--- config.mk ---
export PLATFORM = sky130hd
export DESIGN_NAME = ocr_fault_resp
export DESIGN_NICKNAME = d
export VERILOG_FILES = /design/src/hw/ocr_pkg.sv /design/src/hw/ocr_tmr_if.sv /design/src/hw/ocr_timer.sv /design/src/hw/ocr_fault_resp.sv
export SDC_FILE = /design/constraint.sdc
export NUM_CORES = 1
export LEC_CHECK = 0
export BUFFER_PORTS_ARGS = -buffer_cell sky130_fd_sc_hd__buf_2
export CAP_MARGIN = 0
export CORE_MARGIN = 2
export CORE_UTILIZATION = 35
export CTS_BUF_LIST = sky130_fd_sc_hd__clkbuf_4
export CTS_CLUSTER_DIAMETER = 60
export DETAILED_ROUTE_END_ITERATION = 10
export PLACE_DENSITY = 0.56
export SKIP_LAST_GASP = 1
export SLEW_MARGIN = 20
export SYNTH_ARGS = -nofsm -noshare
export SYNTH_HDL_FRONTEND = slang
export SYNTH_SLANG_ARGS = --single-unit
--- constraint.sdc ---
create_clock -name REF_CLK -period 15.6 [get_ports REF_CLK]
set_input_delay 0.78 -clock REF_CLK [delete_from_list [all_inputs] [get_ports REF_CLK]]
set_output_delay 0.78 -clock REF_CLK [all_outputs]
set_load 0.05 [all_outputs]
--- src/hw/ocr_pkg.sv ---
// shared constants, command codes and state encoding for the over-current fault response block
`default_nettype none

package ocr_pkg;
  // ***************************************************
  // command codes
  // ***************************************************
  localparam logic [7:0] CMD_CLEAR_FAULTS = 8'h03;
  localparam logic [7:0] CMD_OC_LIMIT = 8'h46;
  localparam logic [7:0] CMD_OC_RESP = 8'h47;
  localparam logic [7:0] CMD_OC_LV_LIMIT = 8'h48;
  localparam logic [7:0] CMD_STATUS_IOUT = 8'h7B;
  localparam int STAT_OC_BIT = 7;

  // ***************************************************
  // response byte fields
  // ***************************************************
  localparam int MODE_HI = 7;
  localparam int MODE_LO = 6;
  localparam int RETRY_HI = 5;
  localparam int RETRY_LO = 3;
  localparam int DELAY_HI = 2;
  localparam int DELAY_LO = 0;
  localparam logic [1:0] MODE_BRICKWALL = 2'h0;
  localparam logic [1:0] MODE_COND = 2'h1;
  localparam logic [1:0] MODE_DELAY = 2'h2;
  localparam logic [1:0] MODE_SHUTDOWN = 2'h3;
  localparam logic [2:0] RETRY_NONE = 3'h0;
  localparam logic [2:0] RETRY_FOREVER = 3'h7;

  // ***************************************************
  // reset values and numeric format
  // ***************************************************
  localparam logic [15:0] RST_OC_LIMIT = 16'h7BFF;
  localparam logic [7:0] RST_OC_RESP = 8'hC0;
  localparam logic [15:0] RST_OC_LV = 16'h0000;
  localparam int LIN_EXP_HI = 15;
  localparam int LIN_EXP_LO = 11;
  localparam int LIN_MANT_HI = 10;
  localparam int FIX_FRAC = 16;

  typedef enum logic [4:0] {
    ST_OFF = 5'h01,
    ST_RUN = 5'h02,
    ST_LIMIT = 5'h04,
    ST_WAIT = 5'h08,
    ST_LATCH = 5'h10
  } ocr_state_e;
endpackage

`default_nettype wire

--- src/hw/ocr_tmr_if.sv ---
// handshake between the fault sequencer and its delay timer
`default_nettype none

interface ocr_tmr_if;
  logic start;
  logic run;
  logic [2:0] code;
  logic [15:0] unit;
  logic done;
  modport seq (output start, output run, output code, output unit, input done);
  modport tmr (input start, input run, input code, input unit, output done);
endinterface

`default_nettype wire

--- src/hw/ocr_timer.sv ---
// delay timer: 2^code time units, each unit a programmable number of clock cycles
`default_nettype none

module ocr_timer
  import ocr_pkg::*;
(
  input wire logic clk,
  input wire logic rst_n,
  ocr_tmr_if.tmr t
);
  logic busy_reg, busy_next;
  logic [15:0] unit_cnt_reg, unit_cnt_next;
  logic [7:0] units_reg, units_next;
  logic [15:0] unit_m1;
  logic [23:0] el_reg, exp_reg;

  // a zero unit length would never tick, so it counts as one cycle
  assign unit_m1 = (t.unit == 16'h0000) ? 16'h0000 : t.unit - 16'h0001;
  // the unit divider gives the tick, the unit counter gives the length
  // done comes from registers alone: run is decoded from the sequencer's next state, which reads done
  assign t.done = busy_reg && unit_cnt_reg == 16'h0000 && units_reg == 8'h00;

  // ***************************************************
  // divider and unit count
  // ***************************************************
  always_comb begin
    busy_next = busy_reg;
    unit_cnt_next = unit_cnt_reg;
    units_next = units_reg;
    if (t.start) begin
      busy_next = 1'b1;
      unit_cnt_next = unit_m1;
      units_next = 8'((9'h001 << t.code) - 9'h001);
    end else if (!t.run || t.done) begin
      busy_next = 1'b0; // dropping run abandons the count
    end else if (busy_reg) begin
      if (unit_cnt_reg == 16'h0000) begin
        unit_cnt_next = unit_m1;
        units_next = units_reg - 8'h01;
      end else begin
        unit_cnt_next = unit_cnt_reg - 16'h0001;
      end
    end
  end

  always_ff @(posedge clk or negedge rst_n) begin
    if (!rst_n) begin
      busy_reg <= 1'b0;
      unit_cnt_reg <= 16'h0000;
      units_reg <= 8'h00;
    end else begin
      busy_reg <= busy_next;
      unit_cnt_reg <= unit_cnt_next;
      units_reg <= units_next;
    end
  end

  // helper for the length check only
  always_ff @(posedge clk or negedge rst_n) begin
    if (!rst_n) begin
      el_reg <= 24'h000000;
      exp_reg <= 24'h000000;
    end else if (t.start) begin
      el_reg <= 24'h000001;
      exp_reg <= 24'({8'h00, unit_m1 + 16'h0001} << t.code);
    end else begin
      el_reg <= el_reg + 24'h000001;
    end
  end
endmodule

`default_nettype wire

--- src/hw/ocr_fault_resp.sv ---
// over-current fault response: threshold compare, response modes, retry sequencer, command port
`default_nettype none

module ocr_fault_resp
  import ocr_pkg::*;
(
  input wire logic REF_CLK,
  input wire logic NRST,
  input wire logic CMD_WR,
  input wire logic CMD_RD,
  input wire logic [7:0] CMD_CODE,
  input wire logic [15:0] CMD_DATA,
  input wire logic [15:0] IOUT_MEAS,
  input wire logic [15:0] VOUT_MEAS,
  input wire logic [15:0] DELAY_UNIT,
  input wire logic ON_CMD,
  input wire logic OTHER_FAULT,
  output logic OUT_ENABLE,
  output logic CURR_LIMIT,
  output logic OC_FAULT,
  output logic HOST_ALERT_N,
  output logic [15:0] RD_DATA,
  output logic RD_ACK
);
  ocr_tmr_if tif ();

  logic [15:0] limit_reg, limit_next;
  logic [7:0] resp_reg, resp_next;
  logic [15:0] lv_reg, lv_next;
  ocr_state_e state_reg, state_next;
  logic [2:0] attempt_reg, attempt_next;
  logic fault_reg, fault_next;
  logic alert_n_reg, alert_n_next;
  logic on_prev_reg;
  logic out_en_reg, out_en_next;
  logic ilim_reg, ilim_next;
  logic [15:0] rd_data_reg, rd_data_next;
  logic rd_ack_reg;
  logic oc, low_v, fault_clear, shut, tmr_start;
  logic [1:0] mode;
  logic [2:0] retries;

  // ***************************************************
  // threshold comparison
  // ***************************************************
  // linear values are scaled to one fixed-point grid so differing exponents compare right
  function automatic logic signed [47:0] lin_to_fix(input logic [15:0] v);
    logic [5:0] sh;
    logic signed [47:0] m;
    sh = 6'(signed'(v[LIN_EXP_HI:LIN_EXP_LO])) + 6'(FIX_FRAC);
    m = 48'(signed'(v[LIN_MANT_HI:0]));
    lin_to_fix = m <<< sh;
  endfunction

  // measured current and voltage against the held limits
  assign oc = lin_to_fix(IOUT_MEAS) > lin_to_fix(limit_reg);
  assign low_v = VOUT_MEAS < lv_reg;
  assign mode = resp_reg[MODE_HI:MODE_LO];
  assign retries = resp_reg[RETRY_HI:RETRY_LO];
  // status write-one-to-clear, clear-faults, or an off-to-on edge of the output command
  assign fault_clear = (CMD_WR && CMD_CODE == CMD_STATUS_IOUT && CMD_DATA[STAT_OC_BIT]) ||
                       (CMD_WR && CMD_CODE == CMD_CLEAR_FAULTS) || (ON_CMD && !on_prev_reg);

  // ***************************************************
  // command registers and readback
  // ***************************************************
  always_comb begin
    limit_next = limit_reg;
    resp_next = resp_reg;
    lv_next = lv_reg;
    rd_data_next = rd_data_reg;
    if (CMD_WR) begin
      case (CMD_CODE)
        CMD_OC_LIMIT: limit_next = CMD_DATA;
        CMD_OC_RESP: resp_next = CMD_DATA[7:0];
        CMD_OC_LV_LIMIT: lv_next = CMD_DATA;
        default: ;
      endcase
    end
    if (CMD_RD) begin
      case (CMD_CODE)
        CMD_OC_LIMIT: rd_data_next = limit_reg;
        CMD_OC_RESP: rd_data_next = {8'h00, resp_reg};
        CMD_OC_LV_LIMIT: rd_data_next = lv_reg;
        CMD_STATUS_IOUT: begin
          rd_data_next = 16'h0000;
          rd_data_next[STAT_OC_BIT] = fault_reg;
        end
        default: rd_data_next = 16'h0000; // unknown codes read as zero
      endcase
    end
  end

  always_ff @(posedge REF_CLK or negedge NRST) begin
    if (!NRST) begin
      limit_reg <= RST_OC_LIMIT;
      resp_reg <= RST_OC_RESP;
      lv_reg <= RST_OC_LV;
      rd_data_reg <= 16'h0000;
      rd_ack_reg <= 1'b0;
    end else begin
      limit_reg <= limit_next;
      resp_reg <= resp_next;
      lv_reg <= lv_next;
      rd_data_reg <= rd_data_next;
      rd_ack_reg <= CMD_RD;
    end
  end

  // ***************************************************
  // response sequencer
  // ***************************************************
  always_comb begin
    state_next = state_reg;
    attempt_next = attempt_reg;
    shut = 1'b0;
    tmr_start = 1'b0;
    case (state_reg)
      ST_OFF: begin
        if (ON_CMD) begin
          state_next = ST_RUN;
        end
      end
      ST_RUN: begin
        if (oc) begin
          case (mode)
            MODE_BRICKWALL: ;
            MODE_COND: shut = low_v;
            MODE_DELAY: begin
              state_next = ST_LIMIT;
              tmr_start = 1'b1;
            end
            default: shut = 1'b1;
          endcase
        end
      end
      ST_LIMIT: begin
        if (!oc) begin
          state_next = ST_RUN;
        end else if (tif.done) begin
          shut = 1'b1;
        end
      end
      ST_WAIT: begin
        if (tif.done) begin
          state_next = ST_RUN;
          if (retries != RETRY_FOREVER) begin
            attempt_next = attempt_reg + 3'h1;
          end
        end
      end
      ST_LATCH: begin
        if (fault_clear) begin
          state_next = ST_RUN;
        end
      end
      default: state_next = ST_OFF;
    endcase
    // a shutdown either waits for the next attempt or latches off once attempts run out
    if (shut) begin
      if (retries == RETRY_NONE) begin
        state_next = ST_LATCH;
      // at or beyond the count latches, so lowering the field mid-sequence grants no extra attempt
      end else if (retries != RETRY_FOREVER && attempt_reg >= retries) begin
        state_next = ST_LATCH;
      end else begin
        state_next = ST_WAIT;
        tmr_start = 1'b1;
      end
    end
    if (fault_clear) begin
      attempt_next = 3'h0;
    end
    // off command and foreign faults override everything, even endless retrying
    if (!ON_CMD) begin
      state_next = ST_OFF;
    end else if (OTHER_FAULT) begin
      state_next = ST_LATCH;
    end
  end

  // timer runs only while limiting or waiting; leaving either abandons it
  assign tif.run = state_next == ST_LIMIT || state_next == ST_WAIT;
  assign tif.start = tmr_start && tif.run;
  assign tif.code = resp_reg[DELAY_HI:DELAY_LO];
  assign tif.unit = DELAY_UNIT;

  ocr_timer u_timer (
    .clk(REF_CLK),
    .rst_n(NRST),
    .t(tif.tmr)
  );

  // ***************************************************
  // status, notification and output drive
  // ***************************************************
  always_comb begin
    out_en_next = state_next == ST_RUN || state_next == ST_LIMIT;
    // current regulation holds whenever running and over the limit
    ilim_next = out_en_next && oc;
    // a new crossing wins over a clear in the same cycle
    fault_next = (oc && out_en_reg) || (fault_reg && !fault_clear);
    alert_n_next = !fault_next;
  end

  always_ff @(posedge REF_CLK or negedge NRST) begin
    if (!NRST) begin
      state_reg <= ST_OFF;
      attempt_reg <= 3'h0;
      fault_reg <= 1'b0;
      alert_n_reg <= 1'b1;
      on_prev_reg <= 1'b0;
      out_en_reg <= 1'b0;
      ilim_reg <= 1'b0;
    end else begin
      state_reg <= state_next;
      attempt_reg <= attempt_next;
      fault_reg <= fault_next;
      alert_n_reg <= alert_n_next;
      on_prev_reg <= ON_CMD;
      out_en_reg <= out_en_next;
      ilim_reg <= ilim_next;
    end
  end

  assign OUT_ENABLE = out_en_reg;
  assign CURR_LIMIT = ilim_reg;
  assign OC_FAULT = fault_reg;
  assign HOST_ALERT_N = alert_n_reg;
  assign RD_DATA = rd_data_reg;
  assign RD_ACK = rd_ack_reg;

  logic quiet;
  assign quiet = ON_CMD && !OTHER_FAULT;
endmodule

`default_nettype wire

==> flow_summary_export.csv, run 1 <==
group,metric,value,unit
run_status,status,"complete, no violations",
grt,grt_max_degree,62,
synthesis,synth-seq-cells,95,
clocking,cts_resized,0,
worst_setup_path,slowest_stage,"a211oi_2",
placement,dp.cells,1377,
layout,drive_gt1_frac,0.1955,
floorplan,dieWidth,158.7,µm
placement,portBuffers,98,
sta,holdWs,0.2418,ns
grt,antenna_found_initial,1,
worst_setup_path,timing.rr.end,"u_timer.units_reg[6]",
floorplan,die_area,25180,µm²
worst_setup_path,worst-setup-path-type,"register to register",
sta,slew_headroom,0.2748,
synthesis,synth_fp_nets,1152,
clocking,clk_pin_slew,0.16,ns
worst_setup_path,endpoint_kind,"register",
floorplan,initial_utilization,0.3567,
power_and_ir_drop,irDropWorstVdd,0.03760,mV
layout,area_delta_synth_final,10.12,%
worst_setup_path,critPathBufInv,0,
worst_setup_path,path_cells,"mux2_2 > o21ai_0 > nor2_1 > nor2_1 > o21ai_0 > nand2_1 > ha_1 > nand4_1 > or4_1 > a21oi_1 > or3_1 > a211oi_4 > a211oi_2 > nand2_4 > mux2i_1 > ha_1 > xor2_1 > nor2_1 > a211oi_1 > a31oi_1 > o22a_1",
detailed_routing,vias,7587,
floorplan,core_area,23470,µm²
worst_setup_path,r2r_slack,9.67,ns
floorplan,dieHeight,158.7,µm
grt,grt_pass1_vias,7260,
synthesis,ys_async_sr_fraction,1.000,
clocking,cts-buffers-inserted,9,
worst_setup_path,critPathMaxFanout,16,
synthesis,yosys_warnings,0,
sta,fin_crit_sh,0.3803,
detailed_routing,drc_errors,0,
grt,grt_usage,0.1915,
clocking,cts_setup_buffers,0,
synthesis,synthCells,1010,
layout,postLayoutCellArea,9220,µm²
detailed_routing,drt_iter0_markers,445,
detailed_routing,ant_nets,0,
sta,setup-violations-final,0,
worst_setup_path,cp_top_family,"compound AO/OA/AOI/OAI gates",
clocking,cts.htree.levels,3,
clocking,root_buffer,"clkbuf_4",
worst_setup_path,critPathLaunchType,"register",
power_and_ir_drop,finalPower,569.3,µW
placement,place_area,9075,µm²
detailed_routing,post_drt_wl_per_cell,17.01,µm
sta,fin_skew,0.02353,ns
layout,layout.nets,1211,
synthesis,syn-cell-area,8373,µm²
worst_setup_path,worstPathRequired,15.96,ns
power_and_ir_drop,p_leak,3.996,nW
sta,final_hold_viol_count,0,
clocking,hold_buffers,0,
clocking,max-clock-path-buffers,2,
sta,worst_slack,9.667,ns
sta,rsz0062_at_grt,"false",
synthesis,yosysSeqAreaShare,0.2866,
synthesis,ys.flop_type,"dfrtp_1",
worst_hold_path,hp-class,"input port to async pin",
detailed_routing,first_pass_iters,5,
synthesis,yosys-top-cells-area,"dfrtp_1 23%, ha_1 9.6%, mux2_2 6.2%",
detailed_routing,viasPerCell,5.443,
power_and_ir_drop,powerDensity,61.75,nW/µm²
synthesis,ys_types,79,
sta,final-max-slew-violation-count,0,
synthesis,synth_edf_count,0,
grt,gr-total-overflow,0,
placement,gp_congestion,0.8818,
worst_setup_path,worstPathArrival,6.29,ns
worst_setup_path,path_common_cell,"nor2_1",
placement,dp_slack,9.293,ns
clocking,numClockSinks,95,
worst_setup_path,r2r_cells,21,
synthesis,syn_avg_cell_area,8.290,µm²
job,drv_cap,0,
floorplan,ios,99,
floorplan,rows,56,
sta,timing.fmax,0.1686,GHz
grt,grt_pass1_wl,37.82,mm
worst_setup_path,worst_path_largest_cell_delay,0.77,ns
synthesis,synth.top_cell.area_share,0.2301,
sta,timing.final.crit_period,5.933,ns
sta,tightest_slew,1.078,ns
layout,final_util,0.3928,
worst_setup_path,rr_startpoint,"limit_reg[11]",
clocking,cts_tree,"done",
clocking,clk_latency,0.46,ns
layout,stdcell_count,1394,
sta,setup-tns-final,0,ns
placement,dp_hpwl,18.96,mm
synthesis,synth_largest_area_cell,"dfrtp_1",
detailed_routing,routed_wl,23.72,mm
-- worst max path at each step --
stage | startpoint | end | slack [ns] | depth (start not counted)
after floorplan | IOUT_MEAS[11] | u_timer.units_reg[6] | 9.99 | 28
after global placement | IOUT_MEAS[11] | u_timer.units_reg[6] | 9.45 | 23
after detailed placement | IOUT_MEAS[11] | u_timer.units_reg[6] | 9.29 | 23
after CTS | limit_reg[11] | u_timer.units_reg[6] | 9.67 | 21
after global routing | limit_reg[11] | u_timer.units_reg[6] | 9.11 | 21
final | limit_reg[11] | u_timer.units_reg[6] | 9.67 | 21
-- synth_stat cells (6+ instances only) --
| library cell | instances |
|---|---|
| nor2_1 | 104 |
| nand2_1 | 97 |
| a21oi_1 | 91 |
| dfrtp_1 | 77 |
| o21ai_0 | 65 |
| ha_1 | 64 |
| mux2i_1 | 47 |
| mux2_2 | 46 |
| inv_1 | 45 |
| clkbuf_1 | 40 |
| nor3_1 | 22 |
| dfstp_2 | 18 |
| nor2b_1 | 17 |
| a22oi_1 | 16 |
| nand3_1 | 15 |
| or3_1 | 15 |
| nand4_1 | 12 |
| a21o_1 | 11 |
| a31oi_1 | 11 |
| and2_1 | 11 |
| nor4_1 | 11 |
| nand2b_1 | 10 |
| o21a_1 | 10 |
| a211oi_1 | 9 |
| xnor2_1 | 9 |
| o22ai_1 | 8 |
| buf_1 | 7 |
| o22a_1 | 7 |
| and3_1 | 6 |
| o21ai_1 | 6 |
| o21bai_1 | 6 |
-- placed cells by master (no fill, tap or decap), types with 6 or more instances in the layout --
cell type  Yosys  routed
o21a_1        10      10
nor4_1        11      10
o21ai_0       65      65
nor2b_1       17      17
nor3_1        22      22
dfstp_2       18      18
nor2_1       104     104
a21o_1        11      11
mux2i_1       47      47
o21ai_1        6       6
a31oi_1       11      11
buf_2          4      97
nand4_1       12      12
o22ai_1        8       8
o21bai_1       6       6
dfrtp_1       77      77
o22a_1         7       7
nand3_1       15      15
and2_1        11      11
xnor2_1        9       9
clkbuf_4       0      10
nand2b_1      10      10
ha_1          64      64
or3_1         15      15
and3_1         6       6
a22oi_1       16      16
inv_1         45      45
a21oi_1       91      91
mux2_2        46      46
a211oi_1       9       9
nand2_1       97      97
-- cell type report --
cell class	count	area (µm²)
Clock inverter	6	67.56
Sequential cell	95	2400
Fill cell	2483	14250
Inverter	46	172.7
Tap cell	319	399.1
Multi-Input combinational cell	815	5580
Antenna cell	1	2.502
Timing Repair Buffer	102	523.0
Clock buffer	10	75.07
-- report_power, final --
group / switching (mW) / internal (mW) / leakage, nW / total, mW
Clock: 0.0892 / 0.0516 / 0.0734 / 0.141
Sequential: 0.0122 / 0.258 / 1.21 / 0.270
Combinational: 0.0994 / 0.0588 / 2.72 / 0.158
-- layer usage --
| layer | part of all wire | up-vias | global-route usage |
|---|---|---|---|
| li1 | - | 3799 | - |
| met1 | 0.45 | 3629 | 0.2490 |
| met2 | 0.50 | 130 | 0.3335 |
| met3 | 0.026 | 29 | 0.01551 |
| met4 | 0.028 | 0 | 0.06692 |
| met5 | 0 | - | 0 |
-- kinds of logic (layout without fill, tap and decap cells) --
| family | count (synthesis) | after routing | synth area share |
|---|---|---|---|
| AND/OR/NAND/NOR | 349 | 349 | 0.2058 |
| AO/OA/AOI/OAI | 291 | 291 | 0.2222 |
| buffers and inverters | 100 | 164 | 0.04767 |
| multiplexers | 97 | 97 | 0.1275 |
| flip-flops | 95 | 95 | 0.2866 |
| adder cells (fa/ha/maj) | 64 | 64 | 0.09564 |
| XOR/XNOR | 14 | 14 | 0.01464 |
| other | 0 | 1 | 0 |
Note: power is estimated with default switching activity, not from simulation.
==> run 2, diff against run 1 <==
- clock period: 15.6 -> 5.76 ns (I/O delays scaled with it)
==> run 2 against run 1 <==
  * Fmax grew 9.8%
  * First-iteration DRC count up 18%
  * Global-route usage grew 0.48 points
  * Combinational power grew to 2.8 times the previous value
  * Flip-flop and latch count did not move
  * Non-clock buffer count is 15 higher
  * Final area up 1.7%
  * Clock power rose to 3.0 times the previous value
  * Sequential share of layout area down 0.40 points
  * Setup slack worse by 9.3 ns
  * Cell count rose by 1.1%
  * Largest cell class unchanged
==> flow_summary_export.csv, run 2 (synthesis gave the netlist of run 1 again) <==
group,metric,value,unit
run_status,status,"complete, no violations",
worst_setup_path,critPathMaxFanout,20,
power_and_ir_drop,finalPower,1.599,mW
layout,final_common_cell,"nor2_1",
worst_hold_path,min_path_cells,2,
floorplan,dieHeight,158.7,µm
grt,grt_pass1_wl,38.67,mm
floorplan,dieWidth,158.7,µm
power_and_ir_drop,p_seq_frac,0.455,
worst_setup_path,timing.rr.end,"u_timer.units_reg[0]",
worst_setup_path,critPathLaunchType,"register",
clocking,cts_setup_buffers,0,
grt,grt_usage,0.1963,
worst_hold_path,hold_path_end,"lv_reg[10]",
power_and_ir_drop,pwr-share-comb,0.277,
sta,final-max-slew-violation-count,0,
worst_setup_path,worst-setup-path-type,"register to register",
sta,setup-violations-final,0,
worst_setup_path,worstPathRequired,6.12,ns
worst_setup_path,endpoint_kind,"register",
detailed_routing,drc_errors,0,
grt,antenna_found_initial,1,
grt,grt_pass1_vias,7403,
layout,fillerInstances,2466,
detailed_routing,post_drt_wl_per_cell,17.19,µm
floorplan,rows,56,
clocking,root_buffer,"clkbuf_4",
sta,slew_headroom,0.3229,
layout,area_delta_synth_final,12.01,%
worst_setup_path,worstPathArrival,5.76,ns
detailed_routing,first_pass_iters,5,
worst_setup_path,r2r_slack,0.36,ns
floorplan,ios,99,
sta,final_hold_viol_count,0,
worst_setup_path,r2r_cells,15,
sta,fin_crit_sh,0.9378,
clocking,clk_latency,0.48,ns
power_and_ir_drop,switchingPower,549.7,µW
sta,timing.fmax,0.1851,GHz
detailed_routing,ant_nets,0,
detailed_routing,routed_wl,24.22,mm
clocking,clk_pin_slew,0.17,ns
worst_setup_path,rr_startpoint,"limit_reg[11]",
sta,tightest_slew,1.006,ns
sta,rsz0062_at_grt,"false",
power_and_ir_drop,p_sw_frac,0.3438,
power_and_ir_drop,p_leak,4.086,nW
sta,holdWs,0.05488,ns
worst_hold_path,hp-class,"input port to register",
layout,drive_gt1_frac,0.2057,
grt,gr-total-overflow,0,
power_and_ir_drop,powerDensity,170.5,nW/µm²
placement,portBuffers,98,
layout,layout.nets,1226,
sta,fin_skew,0.02751,ns
detailed_routing,viasPerCell,5.521,
power_and_ir_drop,irDropWorstVdd,0.1277,mV
placement,dp_hpwl,19.26,mm
clocking,max-clock-path-buffers,2,
power_and_ir_drop,p_int,1.049,mW
clocking,cts_tree,"done",
sta,timing.final.crit_period,5.402,ns
grt,grt_max_degree,66,
job,drv_cap,0,
power_and_ir_drop,pwr-share-clk,0.267,
clocking,numClockSinks,95,
floorplan,initial_utilization,0.3567,
worst_hold_path,worstHoldStart,"CMD_DATA[10]",
placement,gp_congestion,0.9187,
clocking,cts-buffers-inserted,9,
worst_setup_path,worstSetupStartpoint,"limit_reg[11]",
layout,final_cell_mix,"104 x nor2_1, 97 x nand2_1, 97 x buf_2, 91 x a21oi_1, 77 x dfrtp_1",
floorplan,core_area,23470,µm²
clocking,cts.htree.levels,3,
floorplan,die_area,25180,µm²
sta,setup-tns-final,0,ns
detailed_routing,vias,7779,
detailed_routing,drt_iter0_markers,523,
run 2: cell types whose count changed in the layout (fill, tap and decap cells not counted):
cell,delta
clkinv_2,-1
buf_4,+12
o22ai_2,+1
dfstp_4,+1
clkinvlp_4,-1
ha_1,-1
dlygate4sd3_1,+3
ha_2,+1
o22ai_1,-1
bufinv_16,+1
clkinv_4,+1
dfstp_2,-1
run 2: final cells by class:
class	count	area [µm²]	area share
multi-input cells	815	5589	0.5959
flip-flops and latches	95	2404	0.2563
repair buffers	117	643.1	0.06857
well taps	319	399.1	0.04256
inverters	46	172.7	0.01841
clock inverters	6	93.84	0.01001
clock buffers	10	75.07	0.008004
diodes	1	2.502	0.0002668
run 2: timing repair:
action | CTS | global route
endpoints found under the hold margin | 28 | 0
endpoints found under the setup margin | 0 | 3
hold buffers | 3 | 0
resized for setup | 0 | 3
run 2: metrics by stage:
stage,util,area [µm²],std cells,setup slack [ns]
final,0.3996,9379,1409,0.3580
after global routing,0.3996,9379,1409,0.003264
after CTS,0.3989,9364,1408,0.3086
after detailed placement,0.3905,9165,1389,0.2732
after global placement,0.3905,9165,1389,0.2426
after floorplan,-,8373,1010,0.4812
run 2: power by group through the flow:
stage | sequential, mW | clock (mW) | combinational, mW
final | 0.728 | 0.428 | 0.443
after floorplan | 0.762 | 0 | 0.265
after global placement | 0.740 | 0 | 0.437
after global routing | 0.734 | 0.461 | 0.497
after detailed placement | 0.741 | 0 | 0.439
after CTS | 0.729 | 0.442 | 0.443
run 2: critical path, cell delays in order (launching register included):
cell and delay, ns:
dfstp_4 0.76, mux2_2 0.37, o21ai_0 0.37, nor2_1 0.10
o311ai_0 0.36, ha_1 0.32, nand4_1 0.11, nor2_1 0.06
a221o_1 0.30, or3_1 0.44, a211oi_4 0.46, o31a_1 0.25
nor4b_4 0.08, o21ai_2 0.66, nand2b_4 0.31, mux2_1 0.32
run 2: how the worst max path moves through the flow:
stage                     slack (ns)  cells past startpoint              endpoint
after floorplan                 0.48                     24  u_timer.units_reg[6]
after global placement          0.24                     23  u_timer.units_reg[6]
after detailed placement        0.27                     23  u_timer.units_reg[6]
after CTS                       0.31                     19  u_timer.units_reg[6]
after global routing           0.003                     19  u_timer.units_reg[6]
final                           0.36                     15  u_timer.units_reg[0]
run 2: per-layer routing:
layer | vias to the layer above | track usage | wire [µm] | share of wire
met4 | 0 | 0.08151 | 869 | 0.036
met3 | 42 | 0.02041 | 821 | 0.034
li1 | 3844 | - | - | -
met1 | 3735 | 0.2531 | 10620 | 0.44
met5 | - | 0 | 0 | 0
met2 | 158 | 0.3350 | 11910 | 0.49
